## config.mk

```make
export PLATFORM = sky130hd
export DESIGN_NAME = strb_top
export DESIGN_NICKNAME = d
export VERILOG_FILES = /design/src/hw/strb_pkg.sv /design/src/hw/strb_top.sv
export SDC_FILE = /design/constraint.sdc
export NUM_CORES = 1
export LEC_CHECK = 0
export BUFFER_PORTS_ARGS = -buffer_cell sky130_fd_sc_hd__buf_2
export CORE_MARGIN = 1.5
export CORE_UTILIZATION = 58
export DETAILED_ROUTE_END_ITERATION = 6
export PLACE_DENSITY_LB_ADDON = 0.1
export SYNTH_ARGS = -nofsm -noshare
export SYNTH_HDL_FRONTEND = slang
export SYNTH_SLANG_ARGS = --single-unit
```

## constraint.sdc

```tcl
create_clock -name ref_clk_in -period 6.7 [get_ports ref_clk_in]
set_clock_uncertainty 0.1 [all_clocks]
set_input_delay 0.67 -clock ref_clk_in [delete_from_list [all_inputs] [get_ports ref_clk_in]]
set_output_delay 0.67 -clock ref_clk_in [all_outputs]
set_load 0.02 [all_outputs]
```

## src/hw/strb_pkg.sv

```systemverilog
// constants, codes and register map of the ssp target response builder
// Function
// RULE_01 - any reception-complete message sends the machine back to its idle start state
// RULE_02 - ask next write window only below total, at window end, all acks in
// RULE_03 - new length is total minus old offset, then offset becomes bytes received
// RULE_04 - response frame carries frame type code 07h
// RULE_05 - retry, retransmit, changing pointer bits and transfer tag, data offset are zero
// RULE_06 - destination hash from argument, source hash from own address, tag from argument
// RULE_07 - transport response: response data present, status zero, lengths zero and four
// RULE_08 - transport argument maps one to one onto the response data code
// RULE_09 - transport response fill count follows the response data length
// RULE_10 - application response: status copied, sense present or no data, sense length copied
// RULE_11 - application response: response length zero, sense bytes appended, fill from sense length
// RULE_12 - finished frame goes to the send stage, a cancel passes a cancel indication
// RULE_13 - each accepted write data frame adds its data byte count to bytes received
// RULE_14 - cancel during write reception sends complete with transfer terminated and tag
// RULE_15 - fill count zero to three so the unit ends on a four byte boundary
package strb_pkg;
	// frame header and information unit layout, header bytes by frame position, unit fields by offset from IU_BASE
	localparam logic [7:0]  FRAME_TYPE_RESPONSE = 8'h07;
	localparam logic [31:0] TPORT_RESP_LEN      = 32'h00000004;
	localparam logic [15:0] HB_FRAME_TYPE       = 16'h0000;
	localparam logic [15:0] HB_DEST             = 16'h0001;
	localparam logic [15:0] HB_SRC              = 16'h0005;
	localparam logic [15:0] HB_FLAGS            = 16'h000A;
	localparam logic [15:0] HB_FILL             = 16'h000B;
	localparam logic [15:0] HB_TAG              = 16'h0010;
	localparam logic [15:0] IU_BASE             = 16'h0018;
	localparam logic [15:0] IU_DATAPRES         = 16'h000A;
	localparam logic [15:0] IU_STATUS           = 16'h000B;
	localparam logic [15:0] IU_SENSE_LEN        = 16'h0010;
	localparam logic [15:0] IU_RESP_LEN         = 16'h0014;
	localparam logic [15:0] PAYLOAD_START       = 16'h0030;
	localparam logic [15:0] RESP_CODE_POS       = 16'h0003;
	localparam logic [1:0]  DATAPRES_NONE       = 2'h0;
	localparam logic [1:0]  DATAPRES_RESP       = 2'h1;
	localparam logic [1:0]  DATAPRES_SENSE      = 2'h2;
	// response data codes
	localparam logic [7:0]  RC_COMPLETE         = 8'h00;
	localparam logic [7:0]  RC_INVALID_FRAME    = 8'h02;
	localparam logic [7:0]  RC_NOT_SUPPORTED    = 8'h04;
	localparam logic [7:0]  RC_FAILED           = 8'h05;
	localparam logic [7:0]  RC_SUCCEEDED        = 8'h08;
	localparam logic [7:0]  RC_BAD_LUN          = 8'h09;
	localparam logic [7:0]  RC_OVERLAP_TAG      = 8'h0A;
	// transport response arguments
	typedef enum logic [2:0] {
		STRB_TA_INVALID_FRAME = 3'b000,
		STRB_TA_COMPLETE      = 3'b001,
		STRB_TA_SUCCEEDED     = 3'b010,
		STRB_TA_NOT_SUPPORTED = 3'b011,
		STRB_TA_FAILED        = 3'b100,
		STRB_TA_BAD_LUN       = 3'b101,
		STRB_TA_OVERLAP_TAG   = 3'b110
	} strb_targ_e;
	// reception complete codes
	localparam logic [2:0]  RX_DATA_RECEIVED    = 3'h0;
	localparam logic [2:0]  RX_TERMINATED       = 3'h1;
	localparam logic [2:0]  RX_TOO_MUCH         = 3'h2;
	localparam logic [2:0]  RX_IU_TOO_SHORT     = 3'h3;
	// register byte addresses and interrupt bits
	localparam logic [5:0]  REG_OWN_HASH        = 6'h00;
	localparam logic [5:0]  REG_STATE           = 6'h04;
	localparam logic [5:0]  REG_RCVD            = 6'h08;
	localparam logic [5:0]  REG_IRQ_STATUS      = 6'h0C;
	localparam logic [5:0]  REG_IRQ_MASK        = 6'h10;
	localparam int          IRQ_RX_DONE         = 0;
	localparam int          IRQ_XFER_RDY        = 1;
	localparam int          IRQ_FRAME_SENT      = 2;
	localparam int          IRQ_CANCEL          = 3;
	localparam int          IRQ_BITS            = 4;
	localparam logic [23:0] OWN_HASH_RESET      = 24'h000000;
endpackage

```

## src/hw/strb_top.sv

```systemverilog
// ssp target response builder: write data window tracking and response frame streaming
//
// The Avalon-MM interface to the registers and the register offsets were decided locally.
`timescale 1ns/1ps
module strb_top #(
	parameter int SLW = 8
) (
	input  wire logic             ref_clk_in,
	input  wire logic             rst_in,
	input  wire logic [5:0]       avs_address_in,
	input  wire logic             avs_read_in,
	input  wire logic             avs_write_in,
	input  wire logic [31:0]      avs_writedata_in,
	input  wire logic [3:0]       avs_byteenable_in,
	output logic      [31:0]      avs_readdata_out,
	output logic                  avs_waitrequest_out,
	output logic                  irq_out,
	input  wire logic             dout_start_in,
	input  wire logic [31:0]      dout_total_in,
	input  wire logic [31:0]      dout_offset_in,
	input  wire logic [31:0]      dout_length_in,
	input  wire logic [15:0]      dout_tag_in,
	input  wire logic             wdata_frame_in,
	input  wire logic [31:0]      wdata_bytes_in,
	input  wire logic             ack_sent_in,
	input  wire logic             cancel_in,
	output logic                  rx_done_out,
	output logic      [2:0]       rx_done_code_out,
	output logic      [15:0]      cmd_tag_out,
	output logic                  xfer_rdy_req_out,
	output logic      [31:0]      xfer_rdy_offset_out,
	output logic      [31:0]      xfer_rdy_length_out,
	output logic                  resp_ready_out,
	input  wire logic             app_resp_in,
	input  wire logic [7:0]       app_status_in,
	input  wire logic [SLW-1:0]   app_sense_len_in,
	input  wire logic             tport_resp_in,
	input  wire logic [2:0]       tport_code_in,
	input  wire logic [15:0]      resp_tag_in,
	input  wire logic [23:0]      resp_dest_hash_in,
	input  wire logic [7:0]       sense_data_in,
	input  wire logic             sense_valid_in,
	output logic                  sense_ready_out,
	output logic      [7:0]       tx_data_out,
	output logic                  tx_valid_out,
	output logic                  tx_last_out,
	input  wire logic             tx_ready_in,
	output logic                  tx_cancel_out
);

	////////////////////////////////////////////////////////////////////////////
	// types and state

	typedef enum logic [1:0] {
		STRB_IDLE = 2'b00,
		STRB_RX   = 2'b01,
		STRB_RESP = 2'b10
	} strb_state_e;

	typedef struct packed {
		strb_state_e                  st;
		logic [31:0]                  rcvd;
		logic [31:0]                  total;
		logic [31:0]                  roff;
		logic [31:0]                  rlen;
		logic [15:0]                  tag;
		logic [15:0]                  pend;
		logic                         rx_done;
		logic [2:0]                   rx_code;
		logic                         xrdy;
		logic                         is_tport;
		logic [7:0]                   status;
		logic [SLW-1:0]               slen;
		logic [7:0]                   code;
		logic [23:0]                  dest;
		logic [15:0]                  idx;
		logic [7:0]                   tx_data;
		logic                         tx_valid;
		logic                         tx_last;
		logic                         tx_cancel;
		logic [23:0]                  own_hash;
		logic [strb_pkg::IRQ_BITS-1:0] irq_st;
		logic [strb_pkg::IRQ_BITS-1:0] irq_mask;
		logic                         ack;
		logic [31:0]                  rdata;
	} strb_regs_s;

	strb_regs_s q;
	strb_regs_s next_q;

	////////////////////////////////////////////////////////////////////////////
	// helper functions

	// byte k (0 = most significant) of a big endian word
	function automatic logic [7:0] be_byte(input logic [31:0] w, input logic [15:0] k);
		logic [7:0] b;
		b = 8'h00;
		case (k[1:0])
			2'h0: b = w[31:24];
			2'h1: b = w[23:16];
			2'h2: b = w[15:8];
			default: b = w[7:0];
		endcase
		return b;
	endfunction

	// merge a write into a register under byte enables
	function automatic logic [31:0] be_merge(input logic [31:0] old, input logic [31:0] wd,
						 input logic [3:0] be);
		logic [31:0] r;
		r = old;
		for (int i = 0; i < 4; i++) begin
			if (be[i]) begin
				r[i*8 +: 8] = wd[i*8 +: 8];
			end
		end
		return r;
	endfunction

	// transport argument to response data code
	function automatic logic [7:0] resp_code(input logic [2:0] a);
		logic [7:0] c;
		c = strb_pkg::RC_INVALID_FRAME;
		case (strb_pkg::strb_targ_e'(a))
			strb_pkg::STRB_TA_COMPLETE:      c = strb_pkg::RC_COMPLETE;
			strb_pkg::STRB_TA_SUCCEEDED:     c = strb_pkg::RC_SUCCEEDED;
			strb_pkg::STRB_TA_NOT_SUPPORTED: c = strb_pkg::RC_NOT_SUPPORTED;
			strb_pkg::STRB_TA_FAILED:        c = strb_pkg::RC_FAILED;
			strb_pkg::STRB_TA_BAD_LUN:       c = strb_pkg::RC_BAD_LUN;
			strb_pkg::STRB_TA_OVERLAP_TAG:   c = strb_pkg::RC_OVERLAP_TAG;
			default:                         c = strb_pkg::RC_INVALID_FRAME;
		endcase
		return c;
	endfunction

	// header and fixed information unit byte at frame position i
	function automatic logic [7:0] fixed_byte(input logic [15:0] i, input strb_regs_s s,
						  input logic [1:0] fill, input logic [31:0] slen32);
		logic [7:0] b;
		logic [1:0] dp;
		b = 8'h00;
		dp = s.is_tport ? strb_pkg::DATAPRES_RESP :
		     ((s.slen != '0) ? strb_pkg::DATAPRES_SENSE : strb_pkg::DATAPRES_NONE); // RULE_07 RULE_10
		if (i == strb_pkg::HB_FRAME_TYPE) begin
			b = strb_pkg::FRAME_TYPE_RESPONSE; // RULE_04
		end else if (i >= strb_pkg::HB_DEST && i < strb_pkg::HB_DEST + 16'h0003) begin
			b = be_byte({8'h00, s.dest}, i - strb_pkg::HB_DEST + 16'h0001); // RULE_06
		end else if (i >= strb_pkg::HB_SRC && i < strb_pkg::HB_SRC + 16'h0003) begin
			b = be_byte({8'h00, s.own_hash}, i - strb_pkg::HB_SRC + 16'h0001); // RULE_06
		end else if (i == strb_pkg::HB_FLAGS) begin
			b = 8'h00; // RULE_05
		end else if (i == strb_pkg::HB_FILL) begin
			b = {6'h00, fill}; // RULE_09 RULE_11
		end else if (i == strb_pkg::HB_TAG) begin
			b = s.tag[15:8]; // RULE_06
		end else if (i == strb_pkg::HB_TAG + 16'h0001) begin
			b = s.tag[7:0];
		end else if (i == strb_pkg::IU_BASE + strb_pkg::IU_DATAPRES) begin
			b = {6'h00, dp};
		end else if (i == strb_pkg::IU_BASE + strb_pkg::IU_STATUS) begin
			b = s.is_tport ? 8'h00 : s.status; // RULE_07 RULE_10
		end else if (i >= strb_pkg::IU_BASE + strb_pkg::IU_SENSE_LEN &&
			     i < strb_pkg::IU_BASE + strb_pkg::IU_RESP_LEN) begin
			b = be_byte(slen32, i); // RULE_07 RULE_10
		end else if (i >= strb_pkg::IU_BASE + strb_pkg::IU_RESP_LEN &&
			     i < strb_pkg::PAYLOAD_START) begin
			b = be_byte(s.is_tport ? strb_pkg::TPORT_RESP_LEN : 32'h00000000, i); // RULE_07 RULE_11
		end else begin
			b = 8'h00; // transfer tag, data offset and reserved bytes RULE_05
		end
		return b;
	endfunction

	////////////////////////////////////////////////////////////////////////////
	// combinational next state

	logic [15:0] plen;
	logic [1:0]  fill;
	logic [15:0] flen;
	logic        slot_free;
	logic        in_pay;
	logic        bus_req;

	always_comb begin
		next_q = q;
		next_q.rx_done = 1'b0;
		next_q.xrdy = 1'b0;
		next_q.tx_cancel = 1'b0;
		plen = q.is_tport ? strb_pkg::TPORT_RESP_LEN[15:0] : 16'(q.slen);
		fill = 2'(16'h0000 - plen); // RULE_15
		flen = strb_pkg::PAYLOAD_START + plen + 16'(fill);
		slot_free = ~q.tx_valid | tx_ready_in;
		in_pay = (q.idx >= strb_pkg::PAYLOAD_START) && (q.idx < strb_pkg::PAYLOAD_START + plen);
		sense_ready_out = (q.st == STRB_RESP) && ~q.is_tport && in_pay && slot_free;
		resp_ready_out = (q.st == STRB_IDLE) && ~q.tx_valid && ~dout_start_in;
		if (q.tx_valid && tx_ready_in) begin
			next_q.tx_valid = 1'b0;
			next_q.tx_last = 1'b0;
		end
		// hardware events, set wins over a software clear
		bus_req = (avs_read_in | avs_write_in) & ~q.ack;
		next_q.ack = bus_req;
		if (q.ack && avs_write_in) begin
			case (avs_address_in)
				strb_pkg::REG_OWN_HASH: begin
					next_q.own_hash = 24'(be_merge({8'h00, q.own_hash}, avs_writedata_in,
							avs_byteenable_in));
				end
				strb_pkg::REG_IRQ_STATUS: begin
					if (avs_byteenable_in[0]) begin
						next_q.irq_st = q.irq_st & ~avs_writedata_in[strb_pkg::IRQ_BITS-1:0];
					end
				end
				strb_pkg::REG_IRQ_MASK: begin
					if (avs_byteenable_in[0]) begin
						next_q.irq_mask = avs_writedata_in[strb_pkg::IRQ_BITS-1:0];
					end
				end
				default: begin
				end
			endcase
		end
		// read data stands while waitrequest is low
		if (bus_req) begin
			case (avs_address_in)
				strb_pkg::REG_OWN_HASH:   next_q.rdata = {8'h00, q.own_hash};
				strb_pkg::REG_STATE:      next_q.rdata = {q.pend, 14'h0000, q.st};
				strb_pkg::REG_RCVD:       next_q.rdata = q.rcvd;
				strb_pkg::REG_IRQ_STATUS: next_q.rdata = {28'h0000000, q.irq_st};
				strb_pkg::REG_IRQ_MASK:   next_q.rdata = {28'h0000000, q.irq_mask};
				default:                  next_q.rdata = 32'h00000000;
			endcase
		end
		case (q.st)
			STRB_IDLE: begin
				if (dout_start_in) begin
					next_q.st = STRB_RX;
					next_q.total = dout_total_in;
					next_q.roff = dout_offset_in;
					next_q.rlen = dout_length_in;
					next_q.rcvd = dout_offset_in;
					next_q.tag = dout_tag_in;
					next_q.pend = 16'h0000;
				end else if (resp_ready_out && (app_resp_in || tport_resp_in)) begin
					next_q.st = STRB_RESP;
					next_q.is_tport = tport_resp_in;
					next_q.status = app_status_in;
					next_q.slen = tport_resp_in ? '0 : app_sense_len_in; // RULE_07 RULE_10
					next_q.code = resp_code(tport_code_in); // RULE_08
					next_q.dest = resp_dest_hash_in; // RULE_06
					next_q.tag = resp_tag_in; // RULE_06
					next_q.idx = 16'h0000;
				end
			end
			STRB_RX: begin
				next_q.pend = q.pend + 16'(wdata_frame_in) - 16'(ack_sent_in);
				if (cancel_in) begin
					next_q.rx_done = 1'b1; // RULE_14
					next_q.rx_code = strb_pkg::RX_TERMINATED; // RULE_14
					next_q.st = STRB_IDLE; // RULE_01
				end else if (wdata_frame_in && (q.rcvd + wdata_bytes_in > q.total)) begin
					next_q.rx_done = 1'b1;
					next_q.rx_code = strb_pkg::RX_TOO_MUCH;
					next_q.st = STRB_IDLE; // RULE_01
				end else if (wdata_frame_in && (wdata_bytes_in == 32'h00000000)) begin
					next_q.rx_done = 1'b1;
					next_q.rx_code = strb_pkg::RX_IU_TOO_SHORT;
					next_q.st = STRB_IDLE; // RULE_01
				end else if (wdata_frame_in) begin
					next_q.rcvd = q.rcvd + wdata_bytes_in; // RULE_13
				end else if (q.pend == 16'h0000 && !ack_sent_in) begin
					if (q.rcvd == q.total) begin
						next_q.rx_done = 1'b1;
						next_q.rx_code = strb_pkg::RX_DATA_RECEIVED;
						next_q.st = STRB_IDLE; // RULE_01
					end else if (q.rcvd < q.total && q.rcvd == q.roff + q.rlen) begin // RULE_02
						next_q.rlen = q.total - q.roff; // RULE_03
						next_q.roff = q.rcvd; // RULE_03
						next_q.xrdy = 1'b1;
					end
				end
			end
			STRB_RESP: begin
				if (cancel_in) begin
					next_q.tx_cancel = 1'b1; // RULE_12
					next_q.tx_valid = 1'b0;
					next_q.tx_last = 1'b0;
					next_q.st = STRB_IDLE;
				end else if (slot_free && (!sense_ready_out || sense_valid_in)) begin
					if (q.idx < strb_pkg::PAYLOAD_START) begin
						next_q.tx_data = fixed_byte(q.idx, q, fill, 32'(q.slen));
					end else if (in_pay && q.is_tport) begin
						next_q.tx_data = (q.idx == strb_pkg::PAYLOAD_START + strb_pkg::RESP_CODE_POS) ?
								q.code : 8'h00; // RULE_08
					end else if (in_pay) begin
						next_q.tx_data = sense_data_in; // RULE_11
					end else begin
						next_q.tx_data = 8'h00; // RULE_15
					end
					next_q.tx_valid = 1'b1;
					next_q.tx_last = (q.idx == flen - 16'h0001);
					next_q.idx = q.idx + 16'h0001;
					if (q.idx == flen - 16'h0001) begin
						next_q.st = STRB_IDLE; // RULE_12
					end
				end
			end
			default: begin
				next_q.st = STRB_IDLE;
			end
		endcase
		// sticky interrupt status
		if (next_q.rx_done) begin
			next_q.irq_st[strb_pkg::IRQ_RX_DONE] = 1'b1;
		end
		if (next_q.xrdy) begin
			next_q.irq_st[strb_pkg::IRQ_XFER_RDY] = 1'b1;
		end
		if (next_q.tx_last && next_q.tx_valid && !q.tx_last) begin
			next_q.irq_st[strb_pkg::IRQ_FRAME_SENT] = 1'b1;
		end
		if (cancel_in && q.st != STRB_IDLE) begin
			next_q.irq_st[strb_pkg::IRQ_CANCEL] = 1'b1;
		end
	end

	////////////////////////////////////////////////////////////////////////////
	// state register

	// synchronous reset to all zero, idle state has code zero
	always_ff @(posedge ref_clk_in) begin
		if (rst_in) begin
			q <= '0;
			q.own_hash <= strb_pkg::OWN_HASH_RESET;
		end else begin
			q <= next_q;
		end
	end

	////////////////////////////////////////////////////////////////////////////
	// outputs

	// one wait cycle per access keeps read data registered
	assign avs_waitrequest_out = (avs_read_in | avs_write_in) & ~q.ack;
	assign avs_readdata_out    = q.rdata;
	assign irq_out             = |(q.irq_st & q.irq_mask);
	assign rx_done_out         = q.rx_done;
	assign rx_done_code_out    = q.rx_code;
	assign cmd_tag_out         = q.tag;
	assign xfer_rdy_req_out    = q.xrdy;
	assign xfer_rdy_offset_out = q.roff;
	assign xfer_rdy_length_out = q.rlen;
	assign tx_data_out         = q.tx_data;
	assign tx_valid_out        = q.tx_valid;
	assign tx_last_out         = q.tx_last;
	assign tx_cancel_out       = q.tx_cancel;

endmodule

```

* Yosys cells after proc, flatten, opt, wreduce, memory -nomap -nowiden *
Cells that the tools add are included.
W data, S select, Z words.

word-level totals
  register bits = 304
  latch bits = 0
  memory bits (writable) = 0
  bits in read-only memories = 0
  input bits = 265
  memories = 0

operators by class
  $add $sub $neg = 14
  multiply operators = 0
  div/mod/pow operators = 0
  $lt $le $gt $ge = 12
  eq/ne operators = 48
  shift operators = 0
  mux-type cells = 87
  bitwise logic cells = 12
  reduce and logical (&&, ||, !) cells = 75

operators by type and width
  kind                   count
  $mux W64               7
  $pmux W32 S5           1
  $mux W8                19
  $mux W128              1
  $mux W32               4
  $pmux W64 S2           1
  $mux W16               5
  $add A32 B32 Y32       2
  $eq A32 B32 Y1         2
  $pmux W16 S2           2
  $pmux W32 S2           1
  $eq A16 B6 Y1 const B  3
  $ge A16 B6 Y1 const B  3
  $pmux W8 S3            2
  $mux W4                9
  $eq A16 B4 Y1 const B  2
  $eq A16 B5 Y1 const B  2
  $gt A32 B32 Y1         1
  $logic_not A16 Y1      2
  $logic_not A32 Y1      1
  $lt A16 B6 Y1 const B  2
  $lt A32 B32 Y1         1
  $reduce_bool A2 Y1     16
  $sub A32 B32 Y32       1
  58 further kinds       158

* Depth between registers and ports, before layout *
Gate-level depths: netlist of the first run.

  depth after elaboration = 21
  mapped depth = 26

* Worst setup path after synthesis of the first run *
Ideal clock, no wire load.

  path type = input-to-reg
  start point = input port wdata_bytes_in[5]
  end point = register q[275] (netlist name)
  setup time = 0.086 ns
  arrival = 5.625 ns
  data required time = 6.514 ns
  setup slack = 0.889 ns
  stages on the path = 23
  cell sequence = ha_1 > a21oi_1 > o21ai_1 > a221oi_1 > o31a_1 > a2111oi_0 > o21ai_1 > o21a_1 > mux2_2 > nor2_1 > xnor2_1 > ha_1 > nand3_1 > nor3_1 > nand2_1 > o311ai_0 > a31o_2 > clkbuf_1 > o21a_1 > clkbuf_1 > clkbuf_1 > nor2_1 > a211oi_1

on the way
  longest elaborated chain between the ends = 5

ends and longest elaborated chain
  what                                    RTL line         text
  start: declaration                      strb_top.sv:24   input wire logic [31:0] wdata_bytes_in,
  $add A32 B32 Y32                        strb_top.sv:261  end else if (wdata_frame_in && (q.rcvd + wdata_bytes_in > q.total)) begin
  $gt A32 B32 Y1                          strb_top.sv:261
  $logic_and A1 B1 Y1                     strb_top.sv:261
  $ne A2 B2 Y1 (no source line)           n/a
  $reduce_and A6 Y1 (no source line) (*)  n/a
  end signal: assignment                  strb_top.sv:336  q <= next_q;
  end: declaration                        strb_top.sv:88   strb_regs_s q;

Every way passes the cells marked *; elsewhere a longest branch is shown, timed or not.
A chain may end at the register's enable or synchronous reset.

* Worst setup path in the final report of the first run *
  start point = register q[275] (netlist name)
  end point = register q[275] (netlist name)

on the way
  longest elaborated chain between the ends = 6

ends and longest elaborated chain
  what                                                                    RTL line
  $add A32 B32 Y32 (*)                                                    strb_top.sv:261, strb_top.sv:270
  parallel branches: the longest is 5 deep, another holds $gt A32 B32 Y1  n/a

Every way passes the cells marked *. The select of a mux whose other input is x is not followed.

==> impl_metrics.tcl, run 1 <==
set metrics [dict create \
    synth-seq-cells 303 \
    grtUsageTotal 0.408 \
    cts_root_buf "clkbuf_16" \
    grt_overflow_total 0 \
    synth-async-reset-ratio 0 \
    dp_hpwl_um 70400 \
    post-route-period-util 0.929 \
    yosys_warnings 0 \
    cp.required_ns 7.08 \
    critical_path.max_fanout 21 \
    antenna_found_initial 9 \
    syn_nets 3579 \
    nets 3761 \
    final_util 0.654 \
    cts_buffer_depth 3 \
    min_path_type "in -> reg" \
    dpl.cell_count 3779 \
    post-cts-setup-buffers 0 \
    ys_seq_area_frac 0.252 \
    gp_congestion 1.09 \
    rsz0062_at_grt "false" \
    clkTransAtPathRegs_ns 0.06 \
    ios 397 \
    io_buffers 386 \
    powerDensity_mw_per_mm2 261 \
    syn_area_per_cell_sq_um 7.74 \
    path_class "reg -> reg" \
    synth_flop_cell "dfxtp_1" \
    dieWidth_um 207 \
    synth_area_leaders "dfxtp_1 (25%), ha_1 (11%), a21oi_1 (6.8%)" \
    grt_max_degree 136 \
    start_kind "flip-flop" \
    cts_tree "yes" \
    drt_iter0_drc 2843 \
    grt_pass1_wl_um 134000 \
    drive_gt1_frac 0.179 \
    finalHoldViolations 0 \
    synth_common_cells "nor2_1 (345), a21oi_1 (326), dfxtp_1 (303)" \
    rows 74 \
    avgViaCountPerCell 6.43 \
    critPathArrivalTime_ns 6.60 \
    area_growth_pct 11.2 \
    cap_violations 0 \
    grt_pass1_vias 23000 \
    slew_viol_final 0 \
    clock.fmax_mhz 161 \
    leakagePower_nw 11.7 \
    instances_no_fill 3853 \
    ys_types 91 \
    totalWireLength_um 90300 \
    fin_area_sq_mm 0.0267 \
    initial_core_util 0.589 \
    yosysMostFrequentCell "nor2_1" \
    synthCells 3104 \
    yosysTopAreaCellShare 0.252 \
    max_slew_margin 0.152 \
    postPlaceCellArea_sq_mm 0.0254 \
    cts_sinks 303 \
    cts_buffers 37 \
    wl_per_cell_um 23.4 \
    period_minus_slack_ns 6.22 \
    cp-end-kind "flip-flop" \
    dr.pass1.iters 7 \
    vias 24800 \
    finalSetupViolCount 0 \
    core-area_sq_mm 0.0408 \
    ant_nets 0 \
    die_h_um 207 \
    yosysTopAreaCell "dfxtp_1" \
    status "completed" \
    worst_pin_slew_ns 1.27 \
    synth-edff-count 0 \
    h-tree-depth 2 \
    route.detailed.drc 0 \
    synth.cell_area_sq_mm 0.0240 \
    ir_drop_v 0.000253 \
    clock_latency_ns 0.59 \
    floorplan.die_area_sq_mm 0.0427 \
]
power by group:
part | internal, mW | leakage [nW] | switching, mW
clock | 1.27 | 0.624 | 0.889
sequential | 1.93 | 2.47 | 0.193
combinational | 1.07 | 8.62 | 1.61
cells in the final DEF, fill, tap and decap left out, types with 17 or more instances in the layout:
master     instances
nand4_1           38
nor3b_1           17
nor4_1            26
buf_2            385
nor2_1           345
mux2_4            52
buf_4             37
inv_1            134
and2_1            17
nor3_1            58
nand2b_1          30
xnor2_1           96
nand3_1           86
and3_1            20
ha_1             205
nor2b_1           51
o211ai_1          17
o21ai_0          102
o21a_1            25
nand2_1          302
clkbuf_16         38
a21o_1            40
a221oi_1          29
mux2i_1           63
xor2_1            38
a21oi_1          326
a22oi_1           86
a31oi_1           17
dfxtp_1          303
a211oi_1          53
through the flow:
step	hold WS, ns	total power, mW	setup slack (ns)	setup TNS (ns)
after CTS	0.211	6.89	0.433	0
after global placement	0.342	4.68	0.225	0
after detailed placement	0.348	4.75	-0.0275	-0.0275
after global routing	0.236	7.26	0.0690	0
final	0.216	6.96	0.476	0
after floorplan	0.332	4.01	0.889	0
sequential cells by signal, indices dropped and copies added, names as in the netlist:
name                 flops
q                      176
xfer_rdy_length_out     32
xfer_rdy_req_out         1
tx_data_out              8
rx_done_out              1
tx_cancel_out            1
rx_done_code_out         2
xfer_rdy_offset_out     32
tx_valid_out             1
cmd_tag_out             16
avs_readdata_out        32
tx_last_out              1
what timing repair did:
item / CTS / global route
hold buffers: 0 / 0
endpoints found under the setup margin: 0 / 16
gates resized for setup: 0 / 1
endpoints found under the hold margin: 0 / 0
worst paths after layout:
kind                                           start  depth (start not counted)     end  slack, ns
worst min-delay path            avs_writedata_in[12]                          3   q[53]       0.22
worst max register to register                q[275]                         22  q[275]       0.48
worst max-delay path                          q[275]                         22  q[275]       0.48
worst min register to register                 q[92]                          2   q[92]       0.36
layout make-up:
| type | count | area [sq um] |
|---|---|---|
| Multi-Input combinational cell | 2383 | 15900 |
| Antenna cell | 7 | 17.5 |
| Clock buffer | 54 | 1100 |
| Tap cell | 532 | 666 |
| Fill cell | 3486 | 14100 |
| Clock inverter | 13 | 175 |
| Timing Repair Buffer | 426 | 2280 |
| Sequential cell | 303 | 6070 |
| Inverter | 135 | 507 |
layer usage:
layer	up-vias	share of wire	global-route usage
li1	11400	-	-
met1	11700	0.41	0.536
met2	1447	0.43	0.628
met3	253	0.11	0.0895
met4	8	0.051	0.208
met5	-	0.00063	0
cells by family after synthesis:
group,synth area share
AND/OR/NAND/NOR,0.210
AO/OA/AOI/OAI,0.227
buffers and inverters,0.0872
flip-flops,0.252
adder cells (fa/ha/maj),0.111
XOR/XNOR,0.0488
multiplexers,0.0643
other,0.000312
worst max-delay path, stage by stage (launching register included):
cell,delay (ns)
dfxtp_1,0.32
ha_1,0.30
a211oi_1,0.27
o21ai_0,0.19
a221oi_1,0.58
o31a_1,0.30
a2111oi_0,0.13
buf_4,0.15
o21ai_1,0.22
o21a_1,0.17
mux2_2,0.36
nor2_1,0.15
xnor2_1,0.10
ha_1,0.33
nand3_1,0.08
nor3_1,0.21
nand2_1,0.08
o311ai_1,0.59
a31o_2,0.43
o21a_1,0.38
buf_4,0.32
nor2_1,0.06
a211oi_1,0.26
(Power assumes the default switching activity.)
==> inputs of run 2 (changes only) <==
Settings changed: RECOVER_POWER set to 50.
==> impl_metrics.tcl, run 2 (synthesis gave the netlist of run 1 again) <==
set metrics [dict create \
    status "finished, violations left" \
    violations "design-rule violations, max-capacitance violations, max-slew violations" \
    instances_no_fill 3853 \
    hold_depth 3 \
    totalWireLength_um 90300 \
    slew_viol_final 353 \
    finalSetupViolCount 0 \
    clock.fmax_mhz 161 \
    grt_pass1_vias 23000 \
    route.detailed.drc 10 \
    min_path_type "in -> reg" \
    gp_congestion 1.09 \
    crit_family "compound AO/OA/AOI/OAI gates" \
    final_util 0.650 \
    grt_overflow_total 0 \
    postPlaceCellArea_sq_mm 0.0254 \
    drt_iter0_drc 2804 \
    powerDensity_mw_per_mm2 262 \
    core-area_sq_mm 0.0408 \
    antenna_found_initial 9 \
    initial_core_util 0.589 \
    cts_buffers 37 \
    grtUsageTotal 0.408 \
    post-route-period-util 0.927 \
    critical_path_cell_count 22 \
    drive_gt1_frac 0.138 \
    cts_buffer_depth 3 \
    critPathMaxStageDelay_ns 0.58 \
    top_register "q" \
    nets 3761 \
    layout_commonest_cell "nor2_1" \
    finalHoldViolations 0 \
    dpl.cell_count 3779 \
    worst_pin_slew_ns 4.60 \
    start_kind "flip-flop" \
    period_minus_slack_ns 6.21 \
    path_class "reg -> reg" \
    vias 24800 \
    wl_per_cell_um 23.4 \
    rsz0062_at_grt "false" \
    ios 397 \
    cp_cell_sequence "ha_1 > a211oi_1 > o21ai_0 > a221oi_1 > o31a_1 > a2111oi_0 > buf_4 > o21ai_1 > o21a_1 > mux2_2 > nor2_1 > xnor2_1 > ha_1 > nand3_1 > nor3_1 > nand2_1 > o311ai_1 > a31o_2 > o21a_1 > buf_4 > nor2_1 > a211oi_1" \
    grt_max_degree 136 \
    ff2ff_setup_slack_ns 0.49 \
    finalPower_mw 6.95 \
    slowest_stage "a221oi_1" \
    setup_tns_ns 0 \
    floorplan.die_area_sq_mm 0.0427 \
    leakagePower_nw 11.1 \
    cts_sinks 303 \
    cts_tree "yes" \
    dp_hpwl_um 70400 \
    critPathArrivalTime_ns 6.58 \
    fin_area_sq_mm 0.0265 \
    hold_buffers 0 \
    io_buffers 386 \
    ant_nets 0 \
    max_slew_margin -2.07 \
    critical_path.max_fanout 21 \
    fill_cells 3581 \
    avgViaCountPerCell 6.43 \
    cts_root_buf "clkbuf_16" \
    grt_pass1_wl_um 134000 \
    reg2reg_depth 22 \
    timing.critical_path.buf_inv 2 \
    ir_drop_v 0.000253 \
    area_growth_pct 10.4 \
    cp.required_ns 7.07 \
    cap_violations 5 \
    h-tree-depth 2 \
    dieWidth_um 207 \
    die_h_um 207 \
    rows 74 \
    clock_latency_ns 0.58 \
    mostFrequentLayoutCells "nor2_1 (345), a21oi_1 (326), dfxtp_1 (303)" \
    cp-end-kind "flip-flop" \
    clkTransAtPathRegs_ns 0.06 \
    dr.pass1.iters 7 \
    largest_reg_flops 176 \
]
-- run 2: cell types whose count changed in the layout (fill, tap and decap cells not counted), sizes merged --
| cell | change |
|---|---|
| clkbuf | +136 |
| buf | -136 |
-- run 2: worst register-to-register path: cells and delay by family, from the launching register on --
kind | cells | cell delay [ns]
multiplexers | 1 | 0.36
AO/OA/AOI/OAI | 11 | 3.51
flip-flops | 1 | 0.32
buffers and inverters | 2 | 0.47
AND/OR/NAND/NOR | 5 | 0.59
adder cells (fa/ha/maj) | 2 | 0.63
XOR/XNOR | 1 | 0.10
-- run 2: metal layers --
metal / up-vias / global-route usage / wire (um)
li1: 11400 / - / -
met1: 11700 / 0.536 / 36800
met2: 1418 / 0.628 / 39100
met3: 252 / 0.0895 / 9750
met4: 8 / 0.208 / 4670
met5: - / 0 / 57
-- run 2: stage by stage --
stage	hold slack, ns	worst slack (ns)
floorplan	0.332	0.889
finish	0.222	0.491
detailed placement	0.348	-0.0275
CTS	0.211	0.433
global placement	0.342	0.225
global route	0.236	0.0680
-- run 2: worst paths after layout --
check	from	end
max	q[275]	q[275]
min	avs_writedata_in[12]	q[53]
max reg2reg	q[275]	q[275]
min reg2reg	q[92]	q[92]
-- run 2: layout make-up --
cell class	instances	area [sq um]	share of cell area
tap	532	666	0.0251
clock inverter	13	175	0.00660
multi-input combinational	2383	15900	0.600
clock buffer	54	1100	0.0415
antenna	7	17.5	0.000660
sequential	303	6070	0.229
inverter	135	507	0.0191
timing repair buffer	426	2090	0.0787
-- run 2: what timing repair did --
| action | CTS | global route |
|---|---|---|
| endpoints found under the setup margin | 0 | 16 |
| gates resized for setup | 0 | 1 |
| buffers inserted | 0 | 0 |
| hold endpoints to repair | 0 | 0 |
-- run 2: report_power, final --
part / switching (mW) / total (mW) / internal, mW / leakage, nW
combinational: 1.61 / 2.67 / 1.06 / 8.05
clock: 0.887 / 2.15 / 1.27 / 0.624
sequential: 0.195 / 2.13 / 1.93 / 2.47
total: 2.69 / 6.95 / 4.26 / 11.1
